[src/logic/ocs_pkg.sv]
// Constants shared by the cable and supply status block
package ocs_pkg;
  localparam int          ADDR_W         = 5;
  localparam int          REG_W          = 8;
  // Register byte offsets
  localparam logic [4:0]  OFS_FUNC_CTRL  = 5'h00;
  localparam logic [4:0]  OFS_IFACE_CTRL = 5'h04;
  localparam logic [4:0]  OFS_OTG_CTRL   = 5'h08;
  localparam logic [4:0]  OFS_IEN_RISE   = 5'h0c;
  localparam logic [4:0]  OFS_IEN_FALL   = 5'h10;
  localparam logic [4:0]  OFS_INT_STATUS = 5'h14;
  localparam logic [4:0]  OFS_INT_LATCH  = 5'h18;
  localparam logic [4:0]  OFS_DEV_STATUS = 5'h1c;
  // Reset values
  localparam logic [7:0]  RST_FUNC_CTRL  = 8'h41;
  localparam logic [7:0]  RST_IFACE_CTRL = 8'h00;
  localparam logic [7:0]  RST_OTG_CTRL   = 8'h06;
  localparam logic [7:0]  RST_IEN        = 8'h1f;
  // Field positions
  localparam int          FC_RESET       = 5;
  localparam int          IC_AUTO_RESUME = 4;
  localparam int          OC_PLUG_PULLUP = 0;
  localparam int          OC_DP_PULLDOWN = 1;
  localparam int          OC_DM_PULLDOWN = 2;
  localparam int          OC_DISCHARGE   = 3;
  localparam int          OC_CHARGE      = 4;
  localparam int          OC_DRIVE       = 5;
  localparam int          OC_DRIVE_EXT   = 6;
  localparam int          IS_SUPPLY_VLD  = 1;
  localparam int          IS_SESS_VLD    = 2;
  localparam int          IS_SESS_END    = 3;
  localparam int          IS_PLUG        = 4;
  localparam int          DS_PLL_LOCK    = 0;
  localparam int          DS_OPERATING   = 1;
  localparam int          DS_CORE_RESET  = 2;
  // Comparator input order
  localparam int          CMP_N          = 4;
  localparam int          CI_SUPPLY      = 0;
  localparam int          CI_SESS_VLD    = 1;
  localparam int          CI_SESS_END    = 2;
  localparam int          CI_PLUG        = 3;
  // AXI responses
  localparam logic [1:0]  RESP_OKAY      = 2'b00;
  localparam logic [1:0]  RESP_SLVERR    = 2'b10;
  typedef enum logic [1:0] {
    OCS_POR     = 2'b00,
    OCS_RUN     = 2'b01,
    OCS_CORE_RST = 2'b10
  } ocs_state_e;
endpackage : ocs_pkg

[src/logic/ocs_status.sv]
// Cable plug and bus supply status block with AXI4-Lite registers
// Notes on behaviour
// - Link clock output runs only after PLL lock
// - Host auto-resume bit resets to zero
// - Power-on pulse loads defaults, then normal operation
// - Only power-on reset restores register defaults
// - Reset pin acts like function reset bit
// - Plug flag: 0 grounded A, 1 floating B
// - Pullup bit gates strong pull-up; weak stays
// - Plug flag readable at status bit 4
// - Host mode: plug flag change raises event
// - Session-end flag rises below 0.5 V
// - Session-end off when both enables clear
// - Session-valid enables mask events only
// - Supply-valid off and bit 1 zero
// - One shared session-valid flag both roles
// - Supply-valid means supply above 4.4 V
// - Charge pump enable is OR bits 5,6
// - OTG bit 3 discharge, bit 4 charge
//
// The AXI4-Lite interface to the registers and the address map were chosen for this implementation.
`timescale 1ns/10ps
`default_nettype none
module ocs_status
  import ocs_pkg::*;
#(
  parameter int POR_CYCLES   = 16,
  parameter int RESET_CYCLES = 8,
  parameter int FILT_LEN     = 3
) (
  input  wire logic              aclk,
  input  wire logic              aresetn,
  input  wire logic [ADDR_W-1:0] s_axi_awaddr,
  input  wire logic              s_axi_awvalid,
  output logic                   s_axi_awready,
  input  wire logic [31:0]       s_axi_wdata,
  input  wire logic [3:0]        s_axi_wstrb,
  input  wire logic              s_axi_wvalid,
  output logic                   s_axi_wready,
  output logic [1:0]             s_axi_bresp,
  output logic                   s_axi_bvalid,
  input  wire logic              s_axi_bready,
  input  wire logic [ADDR_W-1:0] s_axi_araddr,
  input  wire logic              s_axi_arvalid,
  output logic                   s_axi_arready,
  output logic [31:0]            s_axi_rdata,
  output logic [1:0]             s_axi_rresp,
  output logic                   s_axi_rvalid,
  input  wire logic              s_axi_rready,
  input  wire logic              pll_locked,
  input  wire logic              reset_pin,
  input  wire logic              supply_valid_cmp,
  input  wire logic              session_valid_cmp,
  input  wire logic              session_end_cmp,
  input  wire logic              plug_line_high,
  output logic                   link_clock_output,
  output logic                   supply_valid_cmp_en,
  output logic                   session_end_cmp_en,
  output logic                   plug_detect_pullup_en,
  output logic                   supply_discharge_en,
  output logic                   supply_charge_en,
  output logic                   charge_pump_enable,
  output logic                   host_resume_auto_bit,
  output logic                   core_reset,
  output logic                   event_pending
);
  if (FILT_LEN < 2 || POR_CYCLES < 1 || RESET_CYCLES < 1 || POR_CYCLES > 255 ||
      RESET_CYCLES > 255) begin : g_bad_params
    $error("ocs_status: unsupported parameter value");
  end

  localparam logic [7:0] POR_LAST = 8'(POR_CYCLES - 1);
  localparam logic [7:0] RST_LAST = 8'(RESET_CYCLES - 1);

  // Async inputs: two flops, then the comparators a run-length filter
  logic [CMP_N-1:0] cmp_raw;
  logic [CMP_N-1:0] cmp_filt_reg;
  logic [1:0]       lock_sync_reg;
  logic [1:0]       pin_sync_reg;
  assign cmp_raw = {plug_line_high, session_end_cmp, session_valid_cmp, supply_valid_cmp};

  genvar gi;
  generate
    for (gi = 0; gi < CMP_N; gi++) begin : g_cmp
      logic [1:0]          sync_reg;
      logic [FILT_LEN-1:0] hist_reg;
      always_ff @(posedge aclk) begin
        if (!aresetn) begin
          sync_reg          <= 2'b00;
          hist_reg          <= '0;
          cmp_filt_reg[gi]  <= 1'b0;
        end else begin
          sync_reg <= {sync_reg[0], cmp_raw[gi]};
          hist_reg <= {hist_reg[FILT_LEN-2:0], sync_reg[1]};
          // A level must hold for the whole window, so one glitch never lands
          if (&hist_reg || ~|hist_reg) begin
            cmp_filt_reg[gi] <= hist_reg[0];
          end
        end
      end
    end
  endgenerate

  always_ff @(posedge aclk) begin
    if (!aresetn) begin
      lock_sync_reg <= 2'b00;
      pin_sync_reg  <= 2'b00;
    end else begin
      lock_sync_reg <= {lock_sync_reg[0], pll_locked};
      pin_sync_reg  <= {pin_sync_reg[0], reset_pin};
    end
  end

  ocs_state_e  state_reg, state_next;
  logic [7:0]  cnt_reg, cnt_next;
  logic [7:0]  func_reg, func_next;
  logic [7:0]  iface_reg, iface_next;
  logic [7:0]  otg_reg, otg_next;
  logic [7:0]  ien_rise_reg, ien_rise_next;
  logic [7:0]  ien_fall_reg, ien_fall_next;
  logic [7:0]  latch_reg, latch_next;
  logic [7:0]  prev_reg, prev_next;
  logic        clk_out_reg, clk_out_next;
  logic        awready_reg, awready_next;
  logic        bvalid_reg, bvalid_next;
  logic [1:0]  bresp_reg, bresp_next;
  logic        arready_reg, arready_next;
  logic        rvalid_reg, rvalid_next;
  logic [1:0]  rresp_reg, rresp_next;
  logic [31:0] rdata_reg, rdata_next;
  logic [7:0]  status_live;
  logic [7:0]  rise_ev;
  logic [7:0]  fall_ev;
  logic        host_mode;
  logic        do_write;
  logic        do_read;
  logic        running;

  function automatic logic mapped(input logic [ADDR_W-1:0] a);
    mapped = (a[1:0] == 2'b00) && (a <= OFS_DEV_STATUS);
  endfunction : mapped

  // Live status: disabled comparators read as zero
  always_comb begin
    status_live                = 8'h00;
    status_live[IS_SUPPLY_VLD] = cmp_filt_reg[CI_SUPPLY] &
                                 (ien_rise_reg[IS_SUPPLY_VLD] | ien_fall_reg[IS_SUPPLY_VLD]);
    status_live[IS_SESS_VLD]   = cmp_filt_reg[CI_SESS_VLD];
    status_live[IS_SESS_END]   = cmp_filt_reg[CI_SESS_END] &
                                 (ien_rise_reg[IS_SESS_END] | ien_fall_reg[IS_SESS_END]);
    status_live[IS_PLUG]       = cmp_filt_reg[CI_PLUG];
  end

  assign host_mode = otg_reg[OC_DP_PULLDOWN] & otg_reg[OC_DM_PULLDOWN];
  assign running   = (state_reg != OCS_POR);
  assign do_write  = awready_reg;
  assign do_read   = arready_reg;

  always_comb begin
    rise_ev          = status_live & ~prev_reg & ien_rise_reg;
    fall_ev          = ~status_live & prev_reg & ien_fall_reg;
    rise_ev[IS_PLUG] = rise_ev[IS_PLUG] & host_mode;
    fall_ev[IS_PLUG] = fall_ev[IS_PLUG] & host_mode;
  end

  always_comb begin
    state_next    = state_reg;
    cnt_next      = cnt_reg;
    func_next     = func_reg;
    iface_next    = iface_reg;
    otg_next      = otg_reg;
    ien_rise_next = ien_rise_reg;
    ien_fall_next = ien_fall_reg;
    latch_next    = latch_reg;
    prev_next     = status_live;
    clk_out_next  = lock_sync_reg[1] ? ~clk_out_reg : 1'b0;
    awready_next  = 1'b0;
    bvalid_next   = bvalid_reg & ~s_axi_bready;
    bresp_next    = bresp_reg;
    arready_next  = 1'b0;
    rvalid_next   = rvalid_reg & ~s_axi_rready;
    rresp_next    = rresp_reg;
    rdata_next    = rdata_reg;
    unique case (state_reg)
      OCS_POR: begin
        // Edge history follows the lines here, so settled levels raise no event at exit
        cnt_next  = cnt_reg + 8'h01;
        if (cnt_reg == POR_LAST) begin
          state_next = OCS_RUN;
          cnt_next   = 8'h00;
        end
      end
      OCS_RUN: begin
        if (func_reg[FC_RESET] || pin_sync_reg[1]) begin
          state_next = OCS_CORE_RST;
          cnt_next   = 8'h00;
        end
      end
      OCS_CORE_RST: begin
        // Core reset leaves the register set untouched except the function reset bit, cleared at exit
        cnt_next = cnt_reg + 8'h01;
        if (cnt_reg >= RST_LAST && !pin_sync_reg[1]) begin
          state_next           = OCS_RUN;
          func_next[FC_RESET]  = 1'b0;
        end
      end
      default: state_next = OCS_POR;
    endcase
    // Write: address and data taken together in one beat
    if (running && s_axi_awvalid && s_axi_wvalid && !awready_reg && !bvalid_reg) begin
      awready_next = 1'b1;
    end
    if (do_write) begin
      bvalid_next = 1'b1;
      bresp_next  = mapped(s_axi_awaddr) ? RESP_OKAY : RESP_SLVERR;
      if (s_axi_wstrb[0]) begin
        unique case (s_axi_awaddr)
          OFS_FUNC_CTRL:  func_next     = s_axi_wdata[7:0];
          OFS_IFACE_CTRL: iface_next    = s_axi_wdata[7:0];
          OFS_OTG_CTRL:   otg_next      = s_axi_wdata[7:0];
          OFS_IEN_RISE:   ien_rise_next = s_axi_wdata[7:0];
          OFS_IEN_FALL:   ien_fall_next = s_axi_wdata[7:0];
          OFS_INT_LATCH:  latch_next    = latch_reg & ~s_axi_wdata[7:0];
          default:        ;
        endcase
      end
    end
    // A new edge wins over a clear in the same cycle
    if (running) begin
      latch_next = latch_next | rise_ev | fall_ev;
    end
    if (running && s_axi_arvalid && !arready_reg && !rvalid_reg) begin
      arready_next = 1'b1;
    end
    if (do_read) begin
      rvalid_next = 1'b1;
      rresp_next  = mapped(s_axi_araddr) ? RESP_OKAY : RESP_SLVERR;
      rdata_next  = 32'h0000_0000;
      unique case (s_axi_araddr)
        OFS_FUNC_CTRL:  rdata_next[7:0] = func_reg;
        OFS_IFACE_CTRL: rdata_next[7:0] = iface_reg;
        OFS_OTG_CTRL:   rdata_next[7:0] = otg_reg;
        OFS_IEN_RISE:   rdata_next[7:0] = ien_rise_reg;
        OFS_IEN_FALL:   rdata_next[7:0] = ien_fall_reg;
        OFS_INT_STATUS: rdata_next[7:0] = status_live;
        OFS_INT_LATCH:  rdata_next[7:0] = latch_reg;
        OFS_DEV_STATUS: begin
          rdata_next[DS_PLL_LOCK]   = lock_sync_reg[1];
          rdata_next[DS_OPERATING]  = running;
          rdata_next[DS_CORE_RESET] = (state_reg == OCS_CORE_RST);
        end
        default: ;
      endcase
    end
  end

  always_ff @(posedge aclk) begin
    if (!aresetn) begin
      // Only the supply-cycle reset reaches the register set
      state_reg    <= OCS_POR;
      cnt_reg      <= 8'h00;
      func_reg     <= RST_FUNC_CTRL;
      iface_reg    <= RST_IFACE_CTRL;
      otg_reg      <= RST_OTG_CTRL;
      ien_rise_reg <= RST_IEN;
      ien_fall_reg <= RST_IEN;
      latch_reg    <= 8'h00;
      prev_reg     <= 8'h00;
      clk_out_reg  <= 1'b0;
      awready_reg  <= 1'b0;
      bvalid_reg   <= 1'b0;
      bresp_reg    <= RESP_OKAY;
      arready_reg  <= 1'b0;
      rvalid_reg   <= 1'b0;
      rresp_reg    <= RESP_OKAY;
      rdata_reg    <= 32'h0000_0000;
    end else begin
      state_reg    <= state_next;
      cnt_reg      <= cnt_next;
      func_reg     <= func_next;
      iface_reg    <= iface_next;
      otg_reg      <= otg_next;
      ien_rise_reg <= ien_rise_next;
      ien_fall_reg <= ien_fall_next;
      latch_reg    <= latch_next;
      prev_reg     <= prev_next;
      clk_out_reg  <= clk_out_next;
      awready_reg  <= awready_next;
      bvalid_reg   <= bvalid_next;
      bresp_reg    <= bresp_next;
      arready_reg  <= arready_next;
      rvalid_reg   <= rvalid_next;
      rresp_reg    <= rresp_next;
      rdata_reg    <= rdata_next;
    end
  end

  // Pin-side outputs, registered so each leaves from a flop
  logic [8:0] pins_reg, pins_next;
  always_comb begin
    pins_next    = 9'h000;
    pins_next[0] = ien_rise_reg[IS_SUPPLY_VLD] | ien_fall_reg[IS_SUPPLY_VLD];
    pins_next[1] = ien_rise_reg[IS_SESS_END] | ien_fall_reg[IS_SESS_END];
    // Weak pull-up is analog and always on; this gates the strong one only
    pins_next[2] = otg_reg[OC_PLUG_PULLUP];
    pins_next[3] = otg_reg[OC_DISCHARGE];
    pins_next[4] = otg_reg[OC_CHARGE];
    pins_next[5] = otg_reg[OC_DRIVE] | otg_reg[OC_DRIVE_EXT];
    pins_next[6] = iface_reg[IC_AUTO_RESUME];
    pins_next[7] = (state_reg != OCS_RUN);
    pins_next[8] = |latch_reg;
  end
  always_ff @(posedge aclk) begin
    if (!aresetn) begin
      pins_reg <= 9'h080;
    end else begin
      pins_reg <= pins_next;
    end
  end

  assign supply_valid_cmp_en   = pins_reg[0];
  assign session_end_cmp_en    = pins_reg[1];
  assign plug_detect_pullup_en = pins_reg[2];
  assign supply_discharge_en   = pins_reg[3];
  assign supply_charge_en      = pins_reg[4];
  assign charge_pump_enable    = pins_reg[5];
  assign host_resume_auto_bit  = pins_reg[6];
  assign core_reset            = pins_reg[7];
  assign event_pending         = pins_reg[8];
  assign link_clock_output     = clk_out_reg;
  assign s_axi_awready         = awready_reg;
  assign s_axi_wready          = awready_reg;
  assign s_axi_bvalid          = bvalid_reg;
  assign s_axi_bresp           = bresp_reg;
  assign s_axi_arready         = arready_reg;
  assign s_axi_rvalid          = rvalid_reg;
  assign s_axi_rresp           = rresp_reg;
  assign s_axi_rdata           = rdata_reg;
endmodule : ocs_status
`default_nettype wire

[config.mk]
export PLATFORM = sky130hd
export DESIGN_NAME = ocs_status
export DESIGN_NICKNAME = d
export VERILOG_FILES = /design/src/logic/ocs_pkg.sv /design/src/logic/ocs_status.sv
export SDC_FILE = /design/constraint.sdc
export NUM_CORES = 1
export LEC_CHECK = 0
export BUFFER_PORTS_ARGS = -buffer_cell sky130_fd_sc_hd__buf_4
export CAP_MARGIN = 20
export CORE_MARGIN = 4
export CORE_UTILIZATION = 30
export DETAILED_ROUTE_END_ITERATION = 7
export PLACE_DENSITY = 0.46
export SLEW_MARGIN = 20
export SYNTH_ARGS = -nofsm -noshare
export SYNTH_HDL_FRONTEND = slang
export SYNTH_SLANG_ARGS = --single-unit
[constraint.sdc]
create_clock -name aclk -period 4.1 [get_ports aclk]
set_clock_uncertainty 0.2 [all_clocks]
set_input_delay 0.82 -clock aclk [delete_from_list [all_inputs] [get_ports aclk]]
set_output_delay 0.82 -clock aclk [all_outputs]
set_load 0.005 [all_outputs]
# Yosys cells after proc, flatten, opt, wreduce, memory -nomap -nowiden
# Cells that the tools add are included.
# totals
register_bits	120
input_bits	59
out_inout_bits	51
wordCells	152
# classes
addsub	1
magnitude_cmp	3
n_eq_ne	19
mux	24
n_bitwise	23
n_reduce_logical	48
# ops
op	count
$mux 8	6
$pmux 5 s7	1
$and 8x8->8	4
$eq 5x5->1 const B	6
$reduce_and 3->1	10
$pmux 3 s8	1
$pmux 8 s3	1
$eq 5x4->1 const B	4
$mux 6	3
$not 8->8	2
$or 8x8->8	2
$reduce_or 3->1	4
$eq 5x3->1 const B	2
$le 5x5->1 const B	2
$logic_and 1x1->1	10
$logic_not 5->1	2
$mux 2	5
$logic_not 1->1	9
$add 8x1->8 const B	1
$and 5x8->8	1
$eq 8x4->1 const B	1
$ge 8x3->1 const B	1
$not 5->8	1
$reduce_or 8->1	1
other kinds (14)	38

# Depth between registers and ports, before layout
# Gate-level depths: netlist (run 1).
# logic_depth
word_depth	8
ltp_mapped	7
depth_no_buf	7

# Worst setup path after synthesis (run 1)
# Ideal clock, no wire load.
# synth_timing
path_kind	in2reg
start	input s_axi_araddr[3]
end	register rdata_reg[1], in the netlist s_axi_rdata[1]
setup_ns	0.070
arrival_time_ns	2.076
required_time_ns	3.830
setup_slack_ns	1.753
path_stages	6
n_path_buf	1
path_cell_list	buf_4 or3b_4 or4b_1 o311ai_1 o21ai_1 a21oi_1
# synth_between
elab_chain_len	2
elab_cells_between_ends	9
cone_classes	eq/ne: 7; mux: 1; reduce/logical: 1
# synth_rtl
element	line	rtl
from (decl)	ocs_status.sv:43	input wire logic [ADDR_W-1:0] s_axi_araddr,
$eq 5x5->1, or another cell as far along	ocs_status.sv:239	unique case (s_axi_araddr)
$pmux 3 s8 (*)	ocs_status.sv:239	
to (signal assigned)	ocs_status.sv:294	rdata_reg <= rdata_next;
to (decl)	ocs_status.sv:130	logic [31:0] rdata_reg, rdata_next;
# Mark *: on every way between the ends. The rest lies on a longest branch, timed or not.
# A chain may end at the register's enable or synchronous reset.

# Worst setup path in the final report (run 1)
# layout_timing
start	input s_axi_araddr[3]
end	register rdata_reg[5], in the netlist s_axi_rdata[5]
# layout_between
elab_chain_len	2
elab_cells_between_ends	8
cone_classes	eq/ne: 6; mux: 1; reduce/logical: 1
# layout_rtl
element	line
$eq 5x5->1, or another cell as far along	ocs_status.sv:239
$pmux 5 s7 (*)	ocs_status.sv:239
# Marked as above.

==> out/results.ini, run 1 <==
[final_layout]
syn_to_final_growth_pct = 22.10
largest_register_ff_count = 12
finalInstanceArea_um2 = 5807
layout.nets = 626
drive_gt1_share_pct = 17.66
diodes = 0

[global_route]
grt_overflow = 0
gr-usage-met2_pct = 21.81
antenna_found_initial = 0
grt_pass1_vias = 3653
grtUsageTotal_pct = 14.24
grt_busiest_layer = met2
grt_max_degree = 65
grtUsageMet3_pct = 4.051
grt_pass1_wl_um = 19890
use_met1_pct = 19.14

[clock_network]
cts_tree = built
cts.repair.resized = 0
clkLatencyLatePin_ns = 0.41
cts_max_level = 4
clkSlewWorstSetupHoldPaths_ns = 0.05
post-cts-setup-buffer-count = 0
tritoncts.num_buffers = 17
ctsHoldBuffers = 0
clk_path_buf_depth = 2
clock_sinks = 114
root_buffer = clkbuf_16

[critical_path]
setup.worst_path.start_class = input port
rrSetupSlack_ns = 2.00
worstSetupPathType = input port to register
endpoint_kind = register
critPathTopFamily = simple AND/OR/NAND/NOR gates
cp_cell_sequence = buf_4, nand3b_1, nor3_1, a222oi_1, a21oi_1
critPathArrivalTime_ns = 2.57
cp_max_fo = 19
worst_r2r_endpoint = ien_rise_reg[3]
slowest_delay_ns = 0.89
crit_buf_inv = 1
rr_worst_depth = 5
cp.required_ns = 4.23
timing.rr.start = s_axi_awready
slowest_stage = nor3_1

[floorplanning]
dieArea_um2 = 17930
chipHeight_um = 133.9
coreArea_um2 = 15370
row_count = 45
start_util_pct = 30.94
die_width_um = 133.9
ioPinCount = 110

[synthesis]
ys_ff_latch = 114
netlist.area_leader.share_pct = 47.99
synth_area_um2 = 4756
synth_top_family_by_area = simple AND/OR/NAND/NOR gates
netlist_instances = 506
synth_edf_count = 0
synthAdderAreaFrac_pct = 1.315
ys.warnings.count = 0
synth.area.top_cells = dfxtp_1, mux2i_1, buf_4, and2_1, nand2_1
async_reset_ff_share_pct = 0
synth.mux.area_fraction_pct = 10.68
synth_compound_area_share_pct = 10.71
synth-seq-area-share_pct = 47.99
synthXorXnorAreaFrac_pct = 1.105
synth.distinct_cells = 58
synth_ff_type = dfxtp_1
synth_simple_gate_area_share_pct = 21.34
syn_avg_cell_area_um2 = 9.399
synth_largest_area_cell = dfxtp_1

[drt]
wl_per_cell_um = 15.72
drc = 0
drt-total-wl_um = 12310
drtPass1Iterations = 4
viasPerCell = 4.696
final_antenna_net_count = 0
drt-initial-drc-count = 261
dr_total_vias = 3677

[timing]
hold_violations = 0
fmax_mhz = 410.0
tns_ns = 0
rsz0062_at_grt = no
worst_slew_pin_slew_ns = 1.143
setup_ws_ns = 1.661
drv_slew = 0
finalCriticalPeriod_ns = 2.439
slew_headroom_pct = 23.25
setup_viol = 0
period_share_pct = 59.49

[power_and_ir_drop]
vdd_drop_max_mv = 0.2688
power_density_nw_per_um2 = 441.7
comb_power_share_pct = 4.0
power_frac_clock_pct = 52.1
switching_share_pct = 21.04
power_leakage_nw = 2.371
switching_power_mw = 0.5396
p_int_mw = 2.025
sequentialPowerShare_pct = 43.9

[place]
gp_congestion = 0.7859
hpwlAfterDp_um = 8307
port_buffers = 56
dpl_cell_area_um2 = 5271
post-place-ws_ns = 1.239

[run]
maxCapViolations = 0

[worst_hold_path]
holdPathStages = 1
hold_class = register to register
holdPathEnd = link_clock_output
holdCritStartpoint = link_clock_output

[outcome]
status = finished clean

[logic make-up (layout without fill, tap and decap cells)]
family	after synthesis	count (layout)
other cells	1	26
fa+ha+maj	5	5
flops	114	114
buf+inv	55	96
mux	50	50
compound gates	77	77
simple gates	198	198
xor+xnor	6	6
[metal layers]
layer	part of all wire, %	up-vias
met1	49	1740
met4	1.2	0
met5	0	-
li1	-	1824
met2	44	101
met3	5.4	12
[worst max-delay path by stage]
stage,startpoint,end,slack (ns),depth (start not counted)
floorplan,s_axi_araddr[3],s_axi_rdata[1],1.75,6
global placement,s_axi_araddr[4],s_axi_rdata[5],1.23,5
detailed placement,s_axi_araddr[4],s_axi_rdata[2],1.24,5
CTS,s_axi_araddr[4],s_axi_rdata[5],1.62,5
global route,s_axi_araddr[4],s_axi_rdata[2],1.57,5
finish,s_axi_araddr[3],s_axi_rdata[5],1.66,5
[synth_stat cells, drive strengths merged, types with 2 or more instances]
cell / count
dfxtp: 114
nor2: 54
nand2: 52
mux2i: 44
buf: 35
and2: 33
a21oi: 24
o21ai: 16
clkbuf: 14
nor2b: 12
a221oi: 7
mux2: 6
nand3: 6
nor4: 6
ha: 5
inv: 5
nor3: 5
xnor2: 5
a21o: 4
a31oi: 4
and3: 4
nand2b: 4
nand3b: 4
nor3b: 4
nor4b: 4
o22ai: 4
a222oi: 3
a32o: 3
a211oi: 2
and4: 2
nand4: 2
[worst register-to-register path, cell delays in order (launching register included)]
cell,delay (ns)
dfxtp_1,0.46
nor2b_1,0.25
and4_1,0.26
nand2_1,0.42
mux2i_1,0.30
nand2_1,0.07
[cell type report]
| type | count | area, um2 |
|---|---|---|
| Timing Repair Buffer | 61 | 457.9 |
| Fill cell | 1562 | 9564 |
| Multi-Input combinational cell | 362 | 2245 |
| Sequential cell | 114 | 2282 |
| Clock inverter | 6 | 57.56 |
| Tap cell | 211 | 264.0 |
| Clock buffer | 23 | 478.0 |
| Inverter | 6 | 22.52 |
[placed cells by master (no fill, tap or decap), types with 3 or more instances in the layout]
cell type / count
dfxtp_1: 114
buf_4: 61
nor2_1: 52
nand2_1: 52
mux2i_1: 44
and2_1: 33
conb_1: 26
a21oi_1: 24
clkbuf_16: 17
o21ai_0: 14
nor2b_1: 12
a221oi_1: 7
nand3_1: 6
mux2_2: 6
inv_1: 5
nor3_1: 5
xnor2_1: 5
nor4_1: 5
ha_1: 5
o22ai_1: 4
a21o_1: 4
nand3b_1: 4
nor3b_1: 4
nand2b_1: 4
and3_1: 4
a31oi_1: 4
clkinv_2: 4
a32o_1: 3
nor4b_1: 3
a222oi_1: 3
clkbuf_1: 3
clkbuf_8: 3
[power by group through the flow]
stage / combinational, mW / sequential (mW) / clock (mW)
after detailed placement: 0.103 / 1.15 / 0
after CTS: 0.103 / 1.13 / 1.37
after global routing: 0.114 / 1.13 / 1.43
after global placement: 0.103 / 1.15 / 0
final: 0.103 / 1.13 / 1.34
after floorplan: 0.0728 / 1.15 / 0
[through the flow]
step / total power [mW] / std cells / hold WS (ns) / util [%]
after floorplan: 1.220 / 531 / 0.2119 / -
after global placement: 1.252 / 754 / 0.2137 / 34.29
after global routing: 2.670 / 783 / 0.2409 / 37.78
after detailed placement: 1.252 / 754 / 0.2192 / 34.29
after CTS: 2.603 / 783 / 0.2315 / 37.78
final: 2.565 / 783 / 0.2226 / 37.78
(Power assumes the default switching activity.)
==> run 2, diff against run 1 <==
==> constraint.sdc (replaced) <==
create_clock -name aclk -period 2.29 [get_ports aclk]
set_clock_uncertainty 0.2 [all_clocks]
set_input_delay 0.458 -clock aclk [delete_from_list [all_inputs] [get_ports aclk]]
set_output_delay 0.458 -clock aclk [all_outputs]
set_load 0.005 [all_outputs]
==> run 2 against run 1 <==
  * Cell count up 2.9%
  * Total power is 90% higher
  * Worst hold slack lost 0.17 ns
  * Sequential share of layout area decreased by 1.5 points
  * Die area did not move
  * Global-route usage is 0.31 points higher
  * First-iteration DRC count up 31%
  * Count of clock-buffer cells in the layout shrank 1
  * Combinational power rose by 90%
  * Register-to-register slack worse by 1.7 ns
  * Clock power up 99%
  * Final area grew 4.1%
  * Critical endpoint is now state_reg[0]
  * Largest power group unchanged
  * Highest routed layer unchanged
==> out/results.ini, run 2 (synthesized netlist as in run 1, its figures left out) <==
[floorplanning]
dieArea_um2 = 17930  ; unchanged
chipHeight_um = 133.9  ; unchanged
ioPinCount = 110  ; unchanged
coreArea_um2 = 15370  ; unchanged
start_util_pct = 30.94  ; unchanged
row_count = 45  ; unchanged
die_width_um = 133.9  ; unchanged

[critical_path]
slowest_delay_ns = 0.38  ; -0.51 ns
worstSetupPathType = register to register
endpoint_kind = register
cp.required_ns = 2.43  ; -1.80 ns
slowest_stage = dfxtp_1
setup.worst_path.start_class = register
cp_max_fo = 6  ; -13
critPathArrivalTime_ns = 2.12  ; -0.45 ns
cp_cell_sequence = inv_1, ha_1, nor2b_1, a221oi_1, o211ai_1, nor2_1, mux2i_1

[worst_hold_path]
hold_class = input port to register

[place]
gp_congestion = 0.8011  ; +1.9%
dpl_cell_area_um2 = 5446  ; +3.3%
port_buffers = 56  ; unchanged
hpwlAfterDp_um = 8772  ; +5.6%

[final_layout]
final_common_cell = dfxtp_1
largest_register_ff_count = 12  ; unchanged
syn_to_final_growth_pct = 27.05
layout.nets = 646  ; +3.2%
finalInstanceArea_um2 = 6042  ; +4.1%
drive_gt1_share_pct = 20.84  ; +3.2 points
mostFrequentLayoutCells = dfxtp_1, buf_4, nor2_1, nand2_1, mux2i_1
nFillCells = 1518  ; -2.8%
diodes = 0  ; unchanged

[global_route]
grt_max_degree = 32  ; -51%
grtUsageTotal_pct = 14.54  ; +0.31 points
grt_overflow = 0  ; unchanged
grt_pass1_wl_um = 20290  ; +2.0%
grt_pass1_vias = 3738  ; +2.3%
antenna_found_initial = 0  ; unchanged

[clock_network]
clkLatencyLatePin_ns = 0.41  ; about the same
cts.repair.resized = 0  ; unchanged
tritoncts.num_buffers = 17  ; unchanged
post-cts-setup-buffer-count = 0  ; unchanged
ctsHoldBuffers = 0  ; unchanged
cts_tree = built
clock_sinks = 114  ; unchanged
root_buffer = clkbuf_16
clk_path_buf_depth = 2  ; unchanged
clkSlewWorstSetupHoldPaths_ns = 0.05  ; about the same
cts_max_level = 4  ; unchanged

[power_and_ir_drop]
power_density_nw_per_um2 = 806.6  ; +83%
power_leakage_nw = 2.508  ; +5.8%
vdd_drop_max_mv = 0.5003  ; +86%
p_total_mw = 4.874  ; +90%

[run]
maxCapViolations = 0  ; unchanged

[outcome]
status = finished clean

[timing]
tns_ns = 0  ; unchanged
setup_viol = 0  ; unchanged
worst_slew_pin_slew_ns = 0.4947  ; -0.6478 ns
hold_violations = 0  ; unchanged
slew_headroom_pct = 66.72  ; +43 points
drv_slew = 0  ; unchanged
period_share_pct = 86.46
fmax_mhz = 505.1
rsz0062_at_grt = no
finalCriticalPeriod_ns = 1.980

[drt]
drt-initial-drc-count = 341  ; +31%
dr_total_vias = 3757  ; +2.2%
drt-total-wl_um = 12570  ; +2.2%
viasPerCell = 4.661  ; -0.74%
drtPass1Iterations = 4  ; unchanged
final_antenna_net_count = 0  ; unchanged
wl_per_cell_um = 15.60  ; -0.75%
drc = 0  ; unchanged

## run 2: changes by cell type in the layout (fill, tap and decap cells not counted)
| cell | delta |
|---|---|
| buf_12 | +2 |
| buf_4 | +18 |
| bufinv_16 | +2 |
| clkbuf_8 | -1 |
| clkinv_2 | +1 |
| inv_6 | +1 |
## run 2: worst paths after layout
check,from,end,slack (ns),depth (start not counted)
worst max-delay path,state_reg[0],state_reg[0],0.31,7
worst min-delay path,plug_line_high,g_cmp[3].sync_reg[0],0.06,2
worst max register to register,state_reg[0],state_reg[0],0.31,7
worst min register to register,g_cmp[1].sync_reg[1],g_cmp[1].hist_reg[0],0.23,1
## run 2: cell type report
class / instances / area [um2] / share of cell area, %
Sequential cell: 114 / 2282 / 37.77
Clock buffer: 22 / 464.2 / 7.683
Tap cell: 211 / 264.0 / 4.369
Multi-Input combinational cell: 362 / 2245 / 37.15
Timing Repair Buffer: 81 / 633.1 / 10.48
Clock inverter: 10 / 131.4 / 2.174
Inverter: 6 / 22.52 / 0.3727
## run 2: critical path, delay by kind of cell, from the launching register on
| family | cells | cell delay, ns |
|---|---|---|
| flip-flops | 1 | 0.38 |
| multiplexers | 1 | 0.19 |
| buffers and inverters | 1 | 0.08 |
| AND/OR/NAND/NOR | 2 | 0.35 |
| AO/OA/AOI/OAI | 2 | 0.42 |
| adder cells (fa/ha/maj) | 1 | 0.29 |
## run 2: where the power goes
part / internal, mW / switching (mW)
sequential: 2.01 / 0.00977
combinational: 0.0809 / 0.115
clock: 1.76 / 0.902
total: 3.85 / 1.03
## run 2: stage by stage
step,hold WS [ns],setup WS [ns],util (%),instances
after CTS,0.03352,0.3201,39.31,806
after detailed placement,0.2199,0.2126,35.43,774
after global placement,0.2128,0.2117,35.43,774
after global routing,0.03426,0.1709,39.31,806
final,0.05628,0.3101,39.31,806
after floorplan,0.2119,0.3052,-,531
## run 2: per-layer routing
layer	vias to the layer above	global-route usage (%)	routed length, um
met5	-	0	0
met2	110	22.52	5768
li1	1869	-	-
met4	0	4.686	97
met3	7	4.689	795
met1	1771	19.27	5913
==> run 3, diff against run 2 <==
--- a/config.mk
+++ b/config.mk
@@ -11,6 +11,7 @@
 export CORE_UTILIZATION = 30
 export DETAILED_ROUTE_END_ITERATION = 7
 export PLACE_DENSITY = 0.46
+export SETUP_SLACK_MARGIN = 0.2
 export SLEW_MARGIN = 20
 export SYNTH_ARGS = -nofsm -noshare
 export SYNTH_HDL_FRONTEND = slang
==> constraint.sdc (replaced) <==
create_clock -name aclk -period 2.29 [get_ports aclk]
set_clock_uncertainty 0.2 [all_clocks]
set_input_delay 0.1145 -clock aclk [delete_from_list [all_inputs] [get_ports aclk]]
set_output_delay 0.1145 -clock aclk [all_outputs]
set_load 0.005 [all_outputs]
==> run 3 against run 2 <==
  * Clock power about the same
  * Combinational power up 14%
  * First-iteration DRC count down 28%
  * Critical path depth unchanged
  * Count of clock-buffer cells in the layout up 5
  * Cell count up 2.1%
  * Sequential share of layout area down 1.1 points
  * Wire length up 0.56%
  * Via count up 1.0%
  * Die area unchanged
  * Sequential power about the same
  * Critical endpoint is now s_axi_rdata[1]
==> out/results.ini, run 3 (synthesized netlist as in run 1, its figures left out) <==
[drt]
drt-total-wl_um = 12650  ; +0.56%
final_antenna_net_count = 0  ; unchanged
wl_per_cell_um = 15.36  ; -1.5%
drt-initial-drc-count = 247  ; -28%
dr_total_vias = 3795  ; +1.0%
drc = 0  ; unchanged
drtPass1Iterations = 4  ; unchanged
viasPerCell = 4.611  ; -1.1%

[timing]
fmax_mhz = 501.6  ; -0.69%
setup_viol = 0  ; unchanged
slew_headroom_pct = 60.62  ; -6.1 points
rsz0062_at_grt = no
drv_slew = 0  ; unchanged
period_share_pct = 87.06  ; +0.60 points
setup_ws_ns = 0.2963  ; -0.01378 ns
worst_slew_pin_slew_ns = 0.5880  ; +0.09329 ns
tns_ns = 0  ; unchanged
finalCriticalPeriod_ns = 1.994  ; +0.01378 ns
hold_violations = 0  ; unchanged

[power_and_ir_drop]
p_total_mw = 4.877  ; about the same
power_density_nw_per_um2 = 784.6  ; -2.7%
vdd_drop_max_mv = 0.4824  ; -3.6%
power_leakage_nw = 2.577  ; +2.7%

[run]
maxCapViolations = 0  ; unchanged

[clock_network]
clk_path_buf_depth = 2  ; unchanged
post-cts-setup-buffer-count = 0  ; unchanged
cts_max_level = 4  ; unchanged
clkSlewWorstSetupHoldPaths_ns = 0.05  ; about the same
clkLatencyLatePin_ns = 0.42  ; about the same
tritoncts.num_buffers = 17  ; unchanged
root_buffer = clkbuf_16
cts_tree = built
clock_sinks = 114  ; unchanged

[critical_path]
cp.required_ns = 2.44  ; about the same
setup.worst_path.start_class = input port
critPathArrivalTime_ns = 2.14  ; +0.02 ns
cp_max_fo = 10  ; +4
endpoint_kind = register
rr_worst_depth = 7  ; unchanged
worstSetupPathType = input port to register

[final_layout]
largest_register_ff_count = 12  ; unchanged
mostFrequentLayoutCells = dfxtp_1, buf_4, nor2_1, nand2_1, mux2i_1
layout.nets = 664  ; +2.8%
drive_gt1_share_pct = 19.28  ; -1.6 points
syn_to_final_growth_pct = 30.70
diodes = 0  ; unchanged
final_common_cell = dfxtp_1

[global_route]
antenna_found_initial = 0  ; unchanged
grt_pass1_vias = 3748  ; +0.27%
grt_overflow = 0  ; unchanged
grt_max_degree = 33  ; +3.1%
grtUsageTotal_pct = 14.52  ; -0.028 points
grt_pass1_wl_um = 20030  ; -1.3%

[floorplanning]
die_width_um = 133.9  ; unchanged
dieArea_um2 = 17930  ; unchanged
start_util_pct = 30.94  ; unchanged
chipHeight_um = 133.9  ; unchanged
coreArea_um2 = 15370  ; unchanged
row_count = 45  ; unchanged
ioPinCount = 110  ; unchanged

[place]
port_buffers = 56  ; unchanged
hpwlAfterDp_um = 8520  ; -2.9%
gp_congestion = 0.8000  ; -0.14%
post-place-ws_ns = 0.3468  ; +0.1342 ns

[worst_hold_path]
holdPathStages = 4  ; +2
hold_class = input port to register

[outcome]
status = finished clean

-- run 3: per-stage QoR --
stage               cell area [um2]  std cells  utilization [%]  hold WS [ns]
finish                         6216        823            40.44      0.004773
global route                   6216        823            40.44       0.02730
CTS                            6210        823            40.40      0.001554
detailed placement             5376        768            34.98        0.1269
global placement               5376        768            34.98        0.1220
floorplan                      4850        531                -      0.001544
-- run 3: layout make-up --
class                      instances  area (um2)
inverter                           6       22.52
timing repair buffer              99       803.3
clock buffer                      27       523.0
tap                              211       264.0
multi-input combinational        362        2251
fill                            1520        9155
sequential                       114        2282
clock inverter                     4       70.07
-- run 3: per-layer routing --
layer	track usage, %	vias to the layer above	wire length [um]
met3	4.576	10	754
li1	-	1898	-
met5	0	-	0
met1	18.73	1776	5985
met4	4.971	0	134
met2	23.02	111	5771
-- run 3: worst max-delay path, stage by stage --
cell           delay [ns]
dlygate4sd3_1        0.53
buf_4                0.18
or3b_4               0.44
or4b_1               0.52
o311ai_1             0.10
o21ai_1              0.11
a21oi_1              0.14
-- run 3: where the power goes --
part	leakage (nW)	total (mW)	switching [mW]	internal, mW
logic	1.36	0.224	0.121	0.103
registers	0.923	2.02	0.00987	2.01
clock network	0.293	2.64	0.872	1.76
-- run 3: worst paths after layout --
| path | slack (ns) | endpoint | from |
|---|---|---|---|
| hold / removal | 0.005 | s_axi_rdata[0] | s_axi_araddr[4] |
| setup / recovery | 0.30 | s_axi_rdata[1] | s_axi_araddr[1] |
| hold reg to reg | 0.22 | link_clock_output | link_clock_output |
| setup reg to reg | 0.31 | cnt_reg[7] | state_reg[1] |
-- run 3: timing repair --
| action | in CTS | in global routing |
|---|---|---|
| endpoints found under the hold margin | 71 | 0 |
| endpoints found under the setup margin | 0 | 4 |
| hold buffers | 24 | 0 |
| resized for setup | 0 | 2 |
